**src/core/fault_syndrome_pkg.sv**
```systemverilog
// shared constants, types and register map for the fault syndrome encoder
package fault_syndrome_pkg;

	localparam int ISS_W = 25;
	localparam int EC_W  = 6;
	localparam int FSC_W = 6;
	localparam int ADDR_W = 4;
	localparam int DATA_W = 32;

	// fault status codes
	localparam logic [5:0] FSC_ASZ_L0       = 6'h00;
	localparam logic [5:0] FSC_XLT_L0       = 6'h04;
	localparam logic [5:0] FSC_AFLAG_L0     = 6'h08;
	localparam logic [5:0] FSC_PERM_L0      = 6'h0C;
	localparam logic [5:0] FSC_SEA          = 6'h10;
	localparam logic [5:0] FSC_SEA_WALK_LM1 = 6'h11;
	localparam logic [5:0] FSC_SEA_WALK_L0  = 6'h14;
	localparam logic [5:0] FSC_ECC          = 6'h18;
	localparam logic [5:0] FSC_ECC_WALK_LM1 = 6'h1B;
	localparam logic [5:0] FSC_GPF_WALK_LM1 = 6'h23;
	localparam logic [5:0] FSC_GPF_WALK_L0  = 6'h24;
	localparam logic [5:0] FSC_GPF          = 6'h28;
	localparam logic [5:0] FSC_ASZ_LM1      = 6'h29;
	localparam logic [5:0] FSC_XLT_LM1      = 6'h2B;
	localparam logic [5:0] FSC_TLB_CONFLICT = 6'h30;
	localparam logic [5:0] FSC_ATOMIC_HW    = 6'h31;

	// granule check status codes, level 0 forms; level 1 adds one
	localparam logic [5:0] GCSC_ASZ_L0  = 6'h00;
	localparam logic [5:0] GCSC_WALK_L0 = 6'h04;
	localparam logic [5:0] GCSC_GPF_L0  = 6'h0C;
	localparam logic [5:0] GCSC_SEA_L0  = 6'h14;

	// matrix trap reason codes and class
	localparam logic [1:0] MTR_ENABLE   = 2'h0;
	localparam logic [1:0] MTR_VEC_SM   = 2'h1;
	localparam logic [1:0] MTR_NOT_SM   = 2'h2;
	localparam logic [1:0] MTR_ZA_OFF   = 2'h3;
	localparam logic [5:0] EC_MATRIX    = 6'h1D;

	// syndrome field positions
	localparam int FSC_LSB   = 0;
	localparam int STAGE1_WALK_FAULT_BIT_BIT = 7;
	localparam int CM_BIT    = 8;
	localparam int REDIR_BIT = 13;
	localparam int GCSC_LSB  = 14;
	localparam int IND_BIT   = 20;
	localparam int STAGE2_WALK_FAULT_BIT_BIT = 21;
	localparam int MTR_LSB   = 0;

	// level index: 0 means level -1, 4 means level 3
	localparam logic [2:0] LVL_M1 = 3'h0;
	localparam logic [2:0] LVL_0  = 3'h1;
	localparam logic [2:0] LVL_3  = 3'h4;

	// register map
	localparam logic [3:0] OFS_SYND   = 4'h0;
	localparam logic [3:0] OFS_CTRL   = 4'h4;
	localparam logic [3:0] OFS_STATUS = 4'h8;
	localparam logic [3:0] CTRL_RST   = 4'h0;
	localparam int CTRL_L1EN  = 0;
	localparam int CTRL_L2EN  = 1;
	localparam int CTRL_L2TRP = 2;
	localparam int CTRL_L3EN  = 3;
	localparam int ST_VALID   = 0;
	localparam int ST_DROP    = 1;
	localparam int ST_EL_LSB  = 2;

	localparam logic [1:0] EL0 = 2'h0;
	localparam logic [1:0] EL1 = 2'h1;
	localparam logic [1:0] EL2 = 2'h2;
	localparam logic [1:0] EL3 = 2'h3;

	typedef enum logic [3:0] {
		FK_ASZ, FK_XLT, FK_AFLAG, FK_PERM, FK_SEA, FK_SEA_WALK, FK_ECC,
		FK_ECC_WALK, FK_GPF_WALK, FK_GPF, FK_TLB, FK_ATOMIC_HW
	} fault_kind_t;

	typedef enum logic [1:0] {
		GK_ASZ, GK_WALK, GK_GPF, GK_SEA
	} gpc_kind_t;

	typedef enum logic [1:0] {
		MK_MATRIX_INSN, MK_VEC_INSN, MK_SYSREG
	} matrix_kind_t;

	typedef struct packed {
		logic        insn;
		logic        lower_el;
		fault_kind_t kind;
		logic [2:0]  level;
		logic        s1walk;
		logic        cache_maint;
		logic        zeroing;
		logic [1:0]  target_el;
	} abort_req_t;

	typedef struct packed {
		logic       s2walk;
		logic       instr;
		gpc_kind_t  kind;
		logic       level1;
		logic       redirect;
		logic [1:0] target_el;
	} gpc_req_t;

	typedef struct packed {
		matrix_kind_t kind;
		logic [1:0]   cur_el;
	} matrix_req_t;

	typedef struct packed {
		logic [EC_W-1:0]  ec;
		logic [ISS_W-1:0] iss;
	} syndrome_t;

endpackage

```
**src/core/fault_syndrome_encoder.sv**
```systemverilog
// syndrome assembly, matrix trap routing and register port
//
// Contract
// RULE1 - walk external aborts at levels 1..3 encode 0x15, 0x16, 0x17.
// RULE2 - parity or ECC error on ordinary access encodes 0x18.
// RULE3 - walk parity errors use 0x1B..0x1F only without reliability extension.
// RULE4 - realm walk granule faults levels 0..3 0x24..0x27; level -1 0x23 needs LPA.
// RULE5 - realm non-walk granule fault encodes 0x28.
// RULE6 - with large addresses, level -1 size fault 0x29, translation 0x2B.
// RULE7 - reserved fault status codes are never produced.
// RULE8 - no access flag or permission faults at level 0.
// RULE9 - with stage1 walk bit set, level is that of stage 2 translation.
// RULE10 - syndrome fields need no defined value after warm reset.
// RULE11 - with hardware flag management, atomic update fault encodes 0x31.
// RULE12 - matrix trap covers matrix insns, streaming vector insns, matrix sysregs.
// RULE13 - matrix syndrome bits 24:2 zero, reason code in bits 1:0.
// RULE14 - reason: 0 enable trap, 1 streaming vector, 2 not streaming, 3 array off.
// RULE15 - matrix traps report class 0x1D.
// RULE16 - level1 enable to EL1, level2 controls to EL2, level3 to EL3.
// RULE17 - granule syndrome bits 24:22 zero; bit 21 marks stage 2 walk.
// RULE18 - granule syndrome bit 20 is one for instruction, zero for data.
// RULE19 - status in 19:14; table size faults 0,1; walk faults 4,5.
// RULE20 - granule faults 0x0C, 0x0D; fetch external aborts 0x14, 0x15.
// RULE21 - with redirection, bit 13 marks redirected register move faults.
// RULE22 - bit 13 zero in level1 syndrome and when instruction bit set.
// RULE23 - bit 8 marks cache maintenance or address translation aborts.
// RULE24 - cache maint bit set only for those; zeroing insns never set it.
// RULE25 - layout follows exception class; unused positions zero.
//
// Strobed register access and the address map were left to the implementer.
module fault_syndrome_encoder
	import fault_syndrome_pkg::*;
#(
	parameter bit         HAS_RAS        = 1'b1,
	parameter bit         HAS_RME        = 1'b1,
	parameter bit         HAS_LPA2       = 1'b1,
	parameter bit         HAS_HAFDBS     = 1'b1,
	parameter bit         HAS_NV2        = 1'b1,
	parameter logic [5:0] EC_IABT_LOWER  = 6'h20,
	parameter logic [5:0] EC_IABT_SAME   = 6'h21,
	parameter logic [5:0] EC_DABT_LOWER  = 6'h24,
	parameter logic [5:0] EC_DABT_SAME   = 6'h25,
	parameter logic [5:0] EC_GPC         = 6'h1E
) (
	input  wire logic        clk_in,
	input  wire logic        arst_n_in,
	input  wire logic        ce_in,
	input  wire logic        abort_valid_in,
	input  wire abort_req_t  abort_in,
	input  wire logic        gpc_valid_in,
	input  wire gpc_req_t    gpc_in,
	input  wire logic        matrix_valid_in,
	input  wire matrix_req_t matrix_in,
	input  wire logic        streaming_mode_state_in,
	input  wire logic        array_storage_state_in,
	input  wire logic [3:0]  addr_in,
	input  wire logic [31:0] wdata_in,
	input  wire logic        wr_in,
	input  wire logic        rd_in,
	output logic [31:0]      rdata_out,
	output syndrome_t        syndrome_out,
	output logic             take_out,
	output logic [1:0]       target_el_out,
	output logic             drop_out
);

	syndrome_t  synd_q;
	syndrome_t  synd_d;
	logic       take_q;
	logic       take_d;
	logic [1:0] el_q;
	logic [1:0] el_d;
	logic       drop_q;
	logic       drop_d;
	logic [3:0] ctrl_q;
	logic       valid_q;
	logic       drop_st_q;
	logic [31:0] rdata_q;

	logic [5:0] fsc_code;
	logic       fsc_legal;

	fsc_encoder #(
		.HAS_RAS    (HAS_RAS),
		.HAS_RME    (HAS_RME),
		.HAS_LPA2   (HAS_LPA2),
		.HAS_HAFDBS (HAS_HAFDBS)
	) u_fsc (
		.kind_in   (abort_in.kind),
		.level_in  (abort_in.level),
		.code_out  (fsc_code),
		.legal_out (fsc_legal)
	);

	// matrix trap decision
	logic       m_trap;
	logic [1:0] m_reason;
	logic [1:0] m_el;
	logic       en1_off;
	logic       en2_off;
	logic       en3_off;
	logic       en_trap;

	always_comb begin
		en1_off  = !ctrl_q[CTRL_L1EN] && (matrix_in.cur_el <= EL1);
		en2_off  = (!ctrl_q[CTRL_L2EN] || ctrl_q[CTRL_L2TRP]) &&
		           (matrix_in.cur_el <= EL2);
		en3_off  = !ctrl_q[CTRL_L3EN];
		en_trap  = en1_off || en2_off || en3_off;
		m_el     = EL3; // RULE16
		if (en1_off) begin
			m_el = EL1; // RULE16
		end else if (en2_off) begin
			m_el = EL2; // RULE16
		end
		if (matrix_in.cur_el > m_el) begin
			m_el = matrix_in.cur_el;
		end
		m_trap   = 1'b0;
		m_reason = MTR_ENABLE;
		if (en_trap) begin
			m_trap   = 1'b1; // RULE12
			m_reason = MTR_ENABLE; // RULE14
		end else if (matrix_in.kind == MK_VEC_INSN) begin
			m_trap   = streaming_mode_state_in; // RULE12
			m_reason = MTR_VEC_SM; // RULE14
			m_el     = matrix_in.cur_el;
		end else if (matrix_in.kind == MK_MATRIX_INSN) begin
			m_trap   = !streaming_mode_state_in || !array_storage_state_in;
			m_reason = !streaming_mode_state_in ? MTR_NOT_SM : MTR_ZA_OFF;
			m_el     = matrix_in.cur_el;
		end
		if (m_el == EL0) begin
			m_el = EL1;
		end
	end

	// syndrome assembly: one event per cycle, abort first, then check, then matrix
	logic [5:0] gcsc;

	always_comb begin
		gcsc = 6'h00;
		unique case (gpc_in.kind)
			GK_ASZ:  gcsc = GCSC_ASZ_L0; // RULE19
			GK_WALK: gcsc = GCSC_WALK_L0; // RULE19
			GK_GPF:  gcsc = GCSC_GPF_L0; // RULE20
			GK_SEA:  gcsc = GCSC_SEA_L0; // RULE20
		endcase
		gcsc = gcsc + {5'h00, gpc_in.level1};
	end

	always_comb begin
		synd_d = '0; // RULE25
		take_d = 1'b0;
		el_d   = el_q;
		drop_d = 1'b0;
		if (abort_valid_in) begin
			if (fsc_legal) begin
				take_d = 1'b1;
				el_d   = abort_in.target_el;
				if (abort_in.insn) begin
					synd_d.ec = abort_in.lower_el ? EC_IABT_LOWER : EC_IABT_SAME;
				end else begin
					synd_d.ec = abort_in.lower_el ? EC_DABT_LOWER : EC_DABT_SAME;
					// zeroing ops are not cache maintenance
					synd_d.iss[CM_BIT] = abort_in.cache_maint &&
					                     !abort_in.zeroing; // RULE23 RULE24
				end
				// the level arrives already as the stage 2 walk level
				synd_d.iss[STAGE1_WALK_FAULT_BIT_BIT] = abort_in.s1walk; // RULE9
				synd_d.iss[FSC_LSB +: FSC_W] = fsc_code; // RULE7
			end else begin
				drop_d = 1'b1; // RULE7
			end
		end else if (gpc_valid_in) begin
			take_d = 1'b1;
			el_d   = gpc_in.target_el;
			synd_d.ec = EC_GPC; // RULE25
			synd_d.iss[STAGE2_WALK_FAULT_BIT_BIT] = gpc_in.s2walk; // RULE17
			synd_d.iss[IND_BIT]   = gpc_in.instr; // RULE18
			synd_d.iss[GCSC_LSB +: FSC_W] = gcsc; // RULE19 RULE20
			synd_d.iss[REDIR_BIT] = HAS_NV2 && gpc_in.redirect &&
			                        !gpc_in.instr &&
			                        (gpc_in.target_el != EL1); // RULE21 RULE22
		end else if (matrix_valid_in && m_trap) begin
			take_d = 1'b1;
			el_d   = m_el;
			synd_d.ec = EC_MATRIX; // RULE15
			synd_d.iss[MTR_LSB +: 2] = m_reason; // RULE13
		end
	end

	// syndrome resets to zero although none is required; target level resets to EL1
	always_ff @(posedge clk_in or negedge arst_n_in) begin
		if (!arst_n_in) begin
			synd_q <= '0; // RULE10
			el_q   <= EL1;
		end else if (ce_in && take_d) begin
			synd_q <= synd_d;
			el_q   <= el_d;
		end
	end

	always_ff @(posedge clk_in or negedge arst_n_in) begin
		if (!arst_n_in) begin
			take_q <= 1'b0;
			drop_q <= 1'b0;
		end else if (ce_in) begin
			take_q <= take_d;
			drop_q <= drop_d;
		end
	end

	// registers
	logic wr_ctrl;
	logic wr_status;
	logic rd_synd;

	assign wr_ctrl   = wr_in && (addr_in == OFS_CTRL);
	assign wr_status = wr_in && (addr_in == OFS_STATUS);
	assign rd_synd   = rd_in && (addr_in == OFS_SYND);

	always_ff @(posedge clk_in or negedge arst_n_in) begin
		if (!arst_n_in) begin
			ctrl_q <= CTRL_RST;
		end else if (ce_in && wr_ctrl) begin
			ctrl_q <= wdata_in[3:0];
		end
	end

	// a new capture in the clearing cycle keeps its flag
	always_ff @(posedge clk_in or negedge arst_n_in) begin
		if (!arst_n_in) begin
			valid_q   <= 1'b0;
			drop_st_q <= 1'b0;
		end else if (ce_in) begin
			if (take_d) begin
				valid_q <= 1'b1;
			end else if (rd_synd) begin
				valid_q <= 1'b0;
			end
			if (drop_d) begin
				drop_st_q <= 1'b1;
			end else if (wr_status && wdata_in[ST_DROP]) begin
				drop_st_q <= 1'b0;
			end
		end
	end

	always_ff @(posedge clk_in or negedge arst_n_in) begin
		if (!arst_n_in) begin
			rdata_q <= 32'h0000_0000;
		end else if (ce_in) begin
			rdata_q <= 32'h0000_0000;
			if (rd_in) begin
				unique case (addr_in)
					OFS_SYND:   rdata_q <= {1'b0, synd_q};
					OFS_CTRL:   rdata_q <= {28'h000_0000, ctrl_q};
					OFS_STATUS: rdata_q <= {28'h000_0000, el_q,
					                        drop_st_q, valid_q};
					default:    rdata_q <= 32'h0000_0000;
				endcase
			end
		end
	end

	assign rdata_out     = rdata_q;
	assign syndrome_out  = synd_q;
	assign take_out      = take_q;
	assign target_el_out = el_q;
	assign drop_out      = drop_q;

	// checks
	property p_walk_sea;
		@(posedge clk_in) disable iff (!arst_n_in)
		(ce_in && abort_valid_in && abort_in.kind == FK_SEA_WALK &&
		 abort_in.level == LVL_3) |=> (synd_q.iss[5:0] == 6'h17);
	endproperty
	a_walk_sea: assert property (p_walk_sea) // RULE1
		else $error("walk abort level 3 code wrong");

	property p_ecc_ras;
		@(posedge clk_in) disable iff (!arst_n_in)
		(ce_in && abort_valid_in && abort_in.kind == FK_ECC_WALK && HAS_RAS)
		|=> drop_q && !take_q;
	endproperty
	a_ecc_ras: assert property (p_ecc_ras) // RULE3
		else $error("walk parity code emitted with reliability extension");

	property p_no_l0_perm;
		@(posedge clk_in) disable iff (!arst_n_in)
		take_q && (synd_q.ec != EC_MATRIX) && (synd_q.ec != EC_GPC) |->
		(synd_q.iss[5:0] != 6'h08) && (synd_q.iss[5:0] != 6'h0C);
	endproperty
	a_no_l0_perm: assert property (p_no_l0_perm) // RULE8
		else $error("level 0 access flag or permission code");

	property p_matrix_layout;
		@(posedge clk_in) disable iff (!arst_n_in)
		take_q && (synd_q.ec == EC_MATRIX) |-> (synd_q.iss[24:2] == '0);
	endproperty
	a_matrix_layout: assert property (p_matrix_layout) // RULE13
		else $error("matrix syndrome upper bits not zero");

	property p_matrix_el1;
		@(posedge clk_in) disable iff (!arst_n_in)
		(ce_in && matrix_valid_in && !abort_valid_in && !gpc_valid_in &&
		 !ctrl_q[CTRL_L1EN] && matrix_in.cur_el == EL0)
		|=> take_q && (target_el_out == EL1) && (synd_q.iss[1:0] == 2'h0);
	endproperty
	a_matrix_el1: assert property (p_matrix_el1) // RULE16
		else $error("level1 matrix trap not routed to EL1");

	property p_gpc_upper;
		@(posedge clk_in) disable iff (!arst_n_in)
		take_q && (synd_q.ec == EC_GPC) |->
		(synd_q.iss[24:22] == 3'h0) &&
		(synd_q.iss[12:0] == 13'h0000);
	endproperty
	a_gpc_upper: assert property (p_gpc_upper) // RULE17
		else $error("granule syndrome reserved bits set");

	property p_gpc_ind;
		@(posedge clk_in) disable iff (!arst_n_in)
		(ce_in && gpc_valid_in && !abort_valid_in) |=>
		(synd_q.iss[20] == $past(gpc_in.instr)) &&
		(synd_q.iss[21] == $past(gpc_in.s2walk));
	endproperty
	a_gpc_ind: assert property (p_gpc_ind) // RULE18
		else $error("granule instruction or walk bit wrong");

	property p_redir_zero;
		@(posedge clk_in) disable iff (!arst_n_in)
		take_q && (synd_q.ec == EC_GPC) &&
		(synd_q.iss[20] || target_el_out == EL1) |-> !synd_q.iss[13];
	endproperty
	a_redir_zero: assert property (p_redir_zero) // RULE22
		else $error("redirect bit set where it must be zero");

	property p_cm_zeroing;
		@(posedge clk_in) disable iff (!arst_n_in)
		(ce_in && abort_valid_in && fsc_legal && abort_in.zeroing) |=>
		!synd_q.iss[8];
	endproperty
	a_cm_zeroing: assert property (p_cm_zeroing) // RULE24
		else $error("zeroing instruction set cache maint bit");

	property p_valid_hold;
		@(posedge clk_in) disable iff (!arst_n_in)
		(ce_in && (take_d || rd_synd)) |=> (valid_q == $past(take_d));
	endproperty
	a_valid_hold: assert property (p_valid_hold) // capture wins over a same-cycle read clear
		else $error("capture flag lost");

endmodule

```
**src/core/fsc_encoder.sv**
```systemverilog
// fault status code lookup with feature gating and reserved-code rejection
module fsc_encoder
	import fault_syndrome_pkg::*;
#(
	parameter bit HAS_RAS    = 1'b1,
	parameter bit HAS_RME    = 1'b1,
	parameter bit HAS_LPA2   = 1'b1,
	parameter bit HAS_HAFDBS = 1'b1
) (
	input  wire fault_kind_t kind_in,
	input  wire logic [2:0]  level_in,
	output logic [5:0]       code_out,
	output logic             legal_out
);

	logic [5:0] off;
	logic       lm1;
	logic       lgood;
	logic       l0;

	always_comb begin
		off       = {3'h0, level_in} - 6'h01;
		lm1       = (level_in == LVL_M1);
		l0        = (level_in == LVL_0);
		lgood     = (level_in <= LVL_3);
		code_out  = 6'h00;
		legal_out = 1'b0;
		unique case (kind_in)
			FK_ASZ: begin
				code_out  = lm1 ? FSC_ASZ_LM1 : FSC_ASZ_L0 + off; // RULE6
				legal_out = lgood && (!lm1 || HAS_LPA2); // RULE7
			end
			FK_XLT: begin
				code_out  = lm1 ? FSC_XLT_LM1 : FSC_XLT_L0 + off; // RULE6
				legal_out = lgood && (!lm1 || HAS_LPA2);
			end
			FK_AFLAG: begin
				code_out  = FSC_AFLAG_L0 + off;
				legal_out = lgood && !lm1 && !l0; // RULE8
			end
			FK_PERM: begin
				code_out  = FSC_PERM_L0 + off;
				legal_out = lgood && !lm1 && !l0; // RULE8
			end
			FK_SEA: begin
				code_out  = FSC_SEA;
				legal_out = 1'b1;
			end
			FK_SEA_WALK: begin
				code_out  = lm1 ? FSC_SEA_WALK_LM1 : FSC_SEA_WALK_L0 + off; // RULE1
				legal_out = lgood && (!lm1 || HAS_LPA2);
			end
			FK_ECC: begin
				code_out  = FSC_ECC; // RULE2
				legal_out = 1'b1;
			end
			FK_ECC_WALK: begin
				code_out  = FSC_ECC_WALK_LM1 + {3'h0, level_in}; // RULE3
				legal_out = lgood && !HAS_RAS; // RULE3
			end
			FK_GPF_WALK: begin
				code_out  = lm1 ? FSC_GPF_WALK_LM1 : FSC_GPF_WALK_L0 + off; // RULE4
				legal_out = HAS_RME && lgood && (!lm1 || HAS_LPA2); // RULE4
			end
			FK_GPF: begin
				code_out  = FSC_GPF; // RULE5
				legal_out = HAS_RME;
			end
			FK_TLB: begin
				code_out  = FSC_TLB_CONFLICT;
				legal_out = 1'b1;
			end
			FK_ATOMIC_HW: begin
				code_out  = FSC_ATOMIC_HW; // RULE11
				legal_out = HAS_HAFDBS; // RULE11
			end
			default: begin
				code_out  = 6'h00;
				legal_out = 1'b0; // RULE7
			end
		endcase
	end

endmodule

```
**config.mk**
```make
export PLATFORM = sky130hd
export DESIGN_NAME = fault_syndrome_encoder
export DESIGN_NICKNAME = d
export VERILOG_FILES = /design/src/core/fault_syndrome_pkg.sv /design/src/core/fault_syndrome_encoder.sv /design/src/core/fsc_encoder.sv
export SDC_FILE = /design/constraint.sdc
export NUM_CORES = 1
export LEC_CHECK = 0
export ABC_AREA = 1
export BUFFER_PORTS_ARGS = -buffer_cell sky130_fd_sc_hd__buf_2
export CAP_MARGIN = 20
export CELL_PAD_IN_SITES_DETAIL_PLACEMENT = 1
export CELL_PAD_IN_SITES_GLOBAL_PLACEMENT = 2
export CORE_MARGIN = 1
export CORE_UTILIZATION = 27
export DETAILED_ROUTE_END_ITERATION = 8
export PLACE_DENSITY = 0.84
export SLEW_MARGIN = 20
export SYNTH_ARGS = -nofsm -noshare
export SYNTH_HDL_FRONTEND = slang
export SYNTH_SLANG_ARGS = --single-unit
```
**constraint.sdc**
```tcl
create_clock -name clk_in -period 2.4 [get_ports clk_in]
set_input_delay 0.24 -clock clk_in [delete_from_list [all_inputs] [get_ports clk_in]]
set_output_delay 0.24 -clock clk_in [all_outputs]
set_load 0.02 [all_outputs]
```
==> flow_summary.json <==
{
  "status": "finished, final reports clean",
  "grt_pass1_vias": 2824,
  "synthesis.area_per_instance_um2": 7.76,
  "global_route_congestion_overflow_total": 0,
  "post_cts.resized_instances": 0,
  "synthFlopType": "sky130_fd_sc_hd__dfrtp_1",
  "post-synth-top-area-fraction": 0.396,
  "ys.warnings.count": 0,
  "r2r_cells": 8,
  "detailed_place_hpwl_mm": 6.99,
  "detailedRoute.firstPassIterationCount": 4,
  "core_region_area_mm2": 0.0110,
  "worstSetupPathType": "input pin to register",
  "crit_chain": "buf_2 > inv_1 > ha_1 > inv_1 > ha_1 > ha_1 > inv_1 > nor2_1 > nand2_1 > nand2_1 > o21ai_0 > nor2_1 > o21ai_0 > nand2_1 > o21ai_0",
  "internal_power_of_the_cells_mw": 1.44,
  "drtIter0Drc": 65,
  "netlist_instances": 399,
  "hold_violations": 0,
  "finish.net_count": 569,
  "timing.final.ws_setup_ns": 0.491,
  "slew_headroom": 0.532,
  "cts_num_sinks": 50,
  "synth_area_leaders": "sky130_fd_sc_hd__dfrtp_1, sky130_fd_sc_hd__nand2_1, sky130_fd_sc_hd__o21ai_0",
  "regArea_mm2": 0.00125,
  "count_of_flip_flops_with_a_built_in_enable_after_synthesis": 0,
  "synth_cell_types": 37,
  "grt_use_total": 0.151,
  "worst-path-max-fanout": 4,
  "ys_top_cells_by_count": "sky130_fd_sc_hd__nand2_1, sky130_fd_sc_hd__dfrtp_1, sky130_fd_sc_hd__inv_1",
  "tightestPinTransition_ns": 0.700,
  "preCtsSetupSlack_ns": 0.190,
  "asyncSetResetFlopFracSynth": 1.00,
  "crit_cells": 15,
  "timing.setup.tns_ns": 0,
  "start_util": 0.282,
  "clock_tree.buffer_depth": 2,
  "grt_first_pass_wirelength_mm": 14.0,
  "die_area_mm2": 0.0119,
  "die-width_um": 109,
  "fin_skew_ns": 0.00585,
  "synth-compound-area-share": 0.118,
  "muxShareOfSynthArea": 0.00727,
  "flow.area_growth_from_synthesis_pct": 20.4,
  "switching_share": 0.324,
  "tritoncts": "yes",
  "post_drt_wl_per_cell_um": 14.1,
  "detail-route-antenna-nets": 0,
  "cp_top_family": "adder cells",
  "synth_most_common_cell": "sky130_fd_sc_hd__nand2_1",
  "powerDensity_mw_per_mm2": 573,
  "p_leak_nw": 2.06,
  "synth_largest_area_cell": "sky130_fd_sc_hd__dfrtp_1",
  "comb_power_share": 0.235,
  "clk_root_buffer_cell": "sky130_fd_sc_hd__clkbuf_16",
  "largest_net_degree_at_the_start_of_global_routing": 51,
  "total_power_mw": 2.13,
  "critical_path.endpoint_type": "register",
  "floorplan_row_count": 38,
  "finalWeightedCongestion": 0.865,
  "antenna_found_initial": 0,
  "synth_xor_xnor_area_share": 0,
  "via_per_inst": 4.50,
  "critPathMaxStageDelay_ns": 0.36,
  "cts_inserted_buffers": 5,
  "clock_insertion_delay_worst_skew_ns": 0.28,
  "setup_viol": 0,
  "area_taken_by_multi_input_logic_gates_mm2": 0.00150,
  "ys_seq_elements": 50,
  "netSwitchingPower_uw": 692,
  "worst_path_max_delay_cell": "sky130_fd_sc_hd__ha_1",
  "synthSimpleGateAreaFrac": 0.290,
  "layout_worst_path_cycle_share": 0.796,
  "fin_max_slew_vios": 0,
  "final_design_area_no_fill_mm2": 0.00373,
  "worst_ep_arrival_time_ns": 2.06,
  "dominant_combinational_cell_family_by_area_after_synthesis": "simple AND/OR/NAND/NOR gates",
  "synthesis.area_mm2": 0.00310,
  "final_layout_size_suffix_gt1_frac": 0.275,
  "placedInstanceArea_mm2": 0.00359,
  "post-route-drc-count": 0,
  "dieHeight_um": 109,
  "worst_min_delay_path_category": "input pin to asynchronous set/reset pin",
  "relative_contribution_of_the_clock_network_to_total_power": 0.320,
  "p_seq_frac": 0.445,
  "ir_worst_vdd_mv": 0.256,
  "rsz0062_at_grt": "no",
  "hold_buffers": 0,
  "drv_cap": 0,
  "cts_max_level": 2,
  "port-buffer-count": 89,
  "design.portCount": 139,
  "setup.worst_path.start_class": "input pin",
  "cts.clk_slew.worst_paths_ns": 0.07,
  "ys_seq_area_frac": 0.404,
  "final_period_minus_worst_setup_slack_ns": 1.91,
  "vias": 2825,
  "synthAdderAreaFrac": 0.0428,
  "postCtsSetupBuffers": 0,
  "wirelength_mm": 8.85,
  "timing.fmax_mhz": 524,
  "worstPathRequired_ns": 2.55,
  "fill_count": 1399,
  "worstPathBufferInverterCount": 4
}
logic make-up after synthesis:
logic type / Yosys count
adder cells (fa/ha/maj): 10
flip-flops: 50
multiplexers: 2
buffers and inverters: 83
AND/OR/NAND/NOR: 189
AO/OA/AOI/OAI: 64
other: 1
power by group through the flow:
stage               Clock [mW]  Combinational, mW  Sequential [mW]
floorplan                    0              0.290             1.02
global placement             0              0.494            0.963
detailed placement           0              0.507            0.966
CTS                      0.698              0.510            0.951
global route             0.730              0.563            0.956
finish                   0.683              0.503            0.949
state kept, by name, indices dropped and copies added (netlist names):
name / count
valid_q: 1
take_out: 1
drop_st_q: 1
syndrome_out: 20
drop_out: 1
ctrl_q: 4
rdata_out: 20
target_el_out: 2
worst reg2reg max path, cell delays in order, from the launching register on:
cell and delay [ns]:
sky130_fd_sc_hd__dfrtp_1 0.40, sky130_fd_sc_hd__nor2_1 0.19, sky130_fd_sc_hd__nor2_1 0.09, sky130_fd_sc_hd__nand2_1 0.06, sky130_fd_sc_hd__nor2_1 0.07, sky130_fd_sc_hd__o21ai_4 0.17, sky130_fd_sc_hd__nand2_4 0.09, sky130_fd_sc_hd__nor2_8 0.30
sky130_fd_sc_hd__o21ai_0 0.15
path summary, 6_finish.rpt:
kind | slack, ns | end | from
max | 0.49 | syndrome_out[5]$_DFFE_PN0P_ | abort_in[5]
min | 0.07 | rdata_out[3]$_DFFE_PN0P_ | arst_n_in
max reg2reg | 0.74 | syndrome_out[5]$_DFFE_PN0P_ | ctrl_q[0]$_DFFE_PN0P_
min reg2reg | 0.48 | rdata_out[2]$_DFFE_PN0P_ | rdata_out[2]$_DFFE_PN0P_
max in group asynchronous | 1.90 | syndrome_out[7]$_DFFE_PN0P_ | arst_n_in
min in group clk_in | 0.16 | syndrome_out[21]$_DFFE_PN0P_ | gpc_in[7]
cell type report:
class                   instances  share of cell area
repair buffers                 91               0.123
well taps                     140              0.0470
clock inverters                 2             0.00403
multi-input cells             286               0.402
diodes                          1            0.000671
inverters                      53              0.0537
flip-flops and latches         50               0.336
clock buffers                   5              0.0336
cell usage in the layout (no fill, tap or decap), types with 2 or more instances in the layout:
master	netlist	final
sky130_fd_sc_hd__nand3b_1	2	2
sky130_fd_sc_hd__a21oi_1	11	11
sky130_fd_sc_hd__nand3_2	2	2
sky130_fd_sc_hd__nand2_2	10	10
sky130_fd_sc_hd__o21ai_2	4	4
sky130_fd_sc_hd__nor2_1	30	30
sky130_fd_sc_hd__nor2_4	4	4
sky130_fd_sc_hd__mux2_2	2	2
sky130_fd_sc_hd__o21ai_1	2	2
sky130_fd_sc_hd__buf_4	24	2
sky130_fd_sc_hd__inv_1	49	49
sky130_fd_sc_hd__clkbuf_16	0	5
sky130_fd_sc_hd__nor3_1	2	2
sky130_fd_sc_hd__nand2_4	4	4
sky130_fd_sc_hd__o21ai_0	41	41
sky130_fd_sc_hd__nand2_1	101	101
sky130_fd_sc_hd__nand4_1	5	5
sky130_fd_sc_hd__inv_2	3	3
sky130_fd_sc_hd__ha_1	9	9
sky130_fd_sc_hd__o221ai_1	2	2
sky130_fd_sc_hd__buf_2	2	89
sky130_fd_sc_hd__conb_1	1	21
sky130_fd_sc_hd__clkinvlp_4	0	2
sky130_fd_sc_hd__dfrtp_1	49	49
sky130_fd_sc_hd__nand3_1	24	24
through the flow:
step                      hold slack, ns   util  cells
after CTS                         0.0890  0.339    627
after global routing               0.121  0.339    627
after floorplan                  -0.0556      -    419
final                             0.0674  0.339    628
after global placement             0.386  0.326    620
after detailed placement           0.397  0.326    620
metal layers:
metal / up-vias / wire (µm) / track usage
li1: 1397 / - / -
met1: 1335 / 3990 / 0.196
met2: 85 / 4310 / 0.261
met3: 8 / 436 / 0.0221
met4: 0 / 106 / 0.0376
met5: - / 0 / 0
No activity file was read; power rests on OpenSTA's default activity.
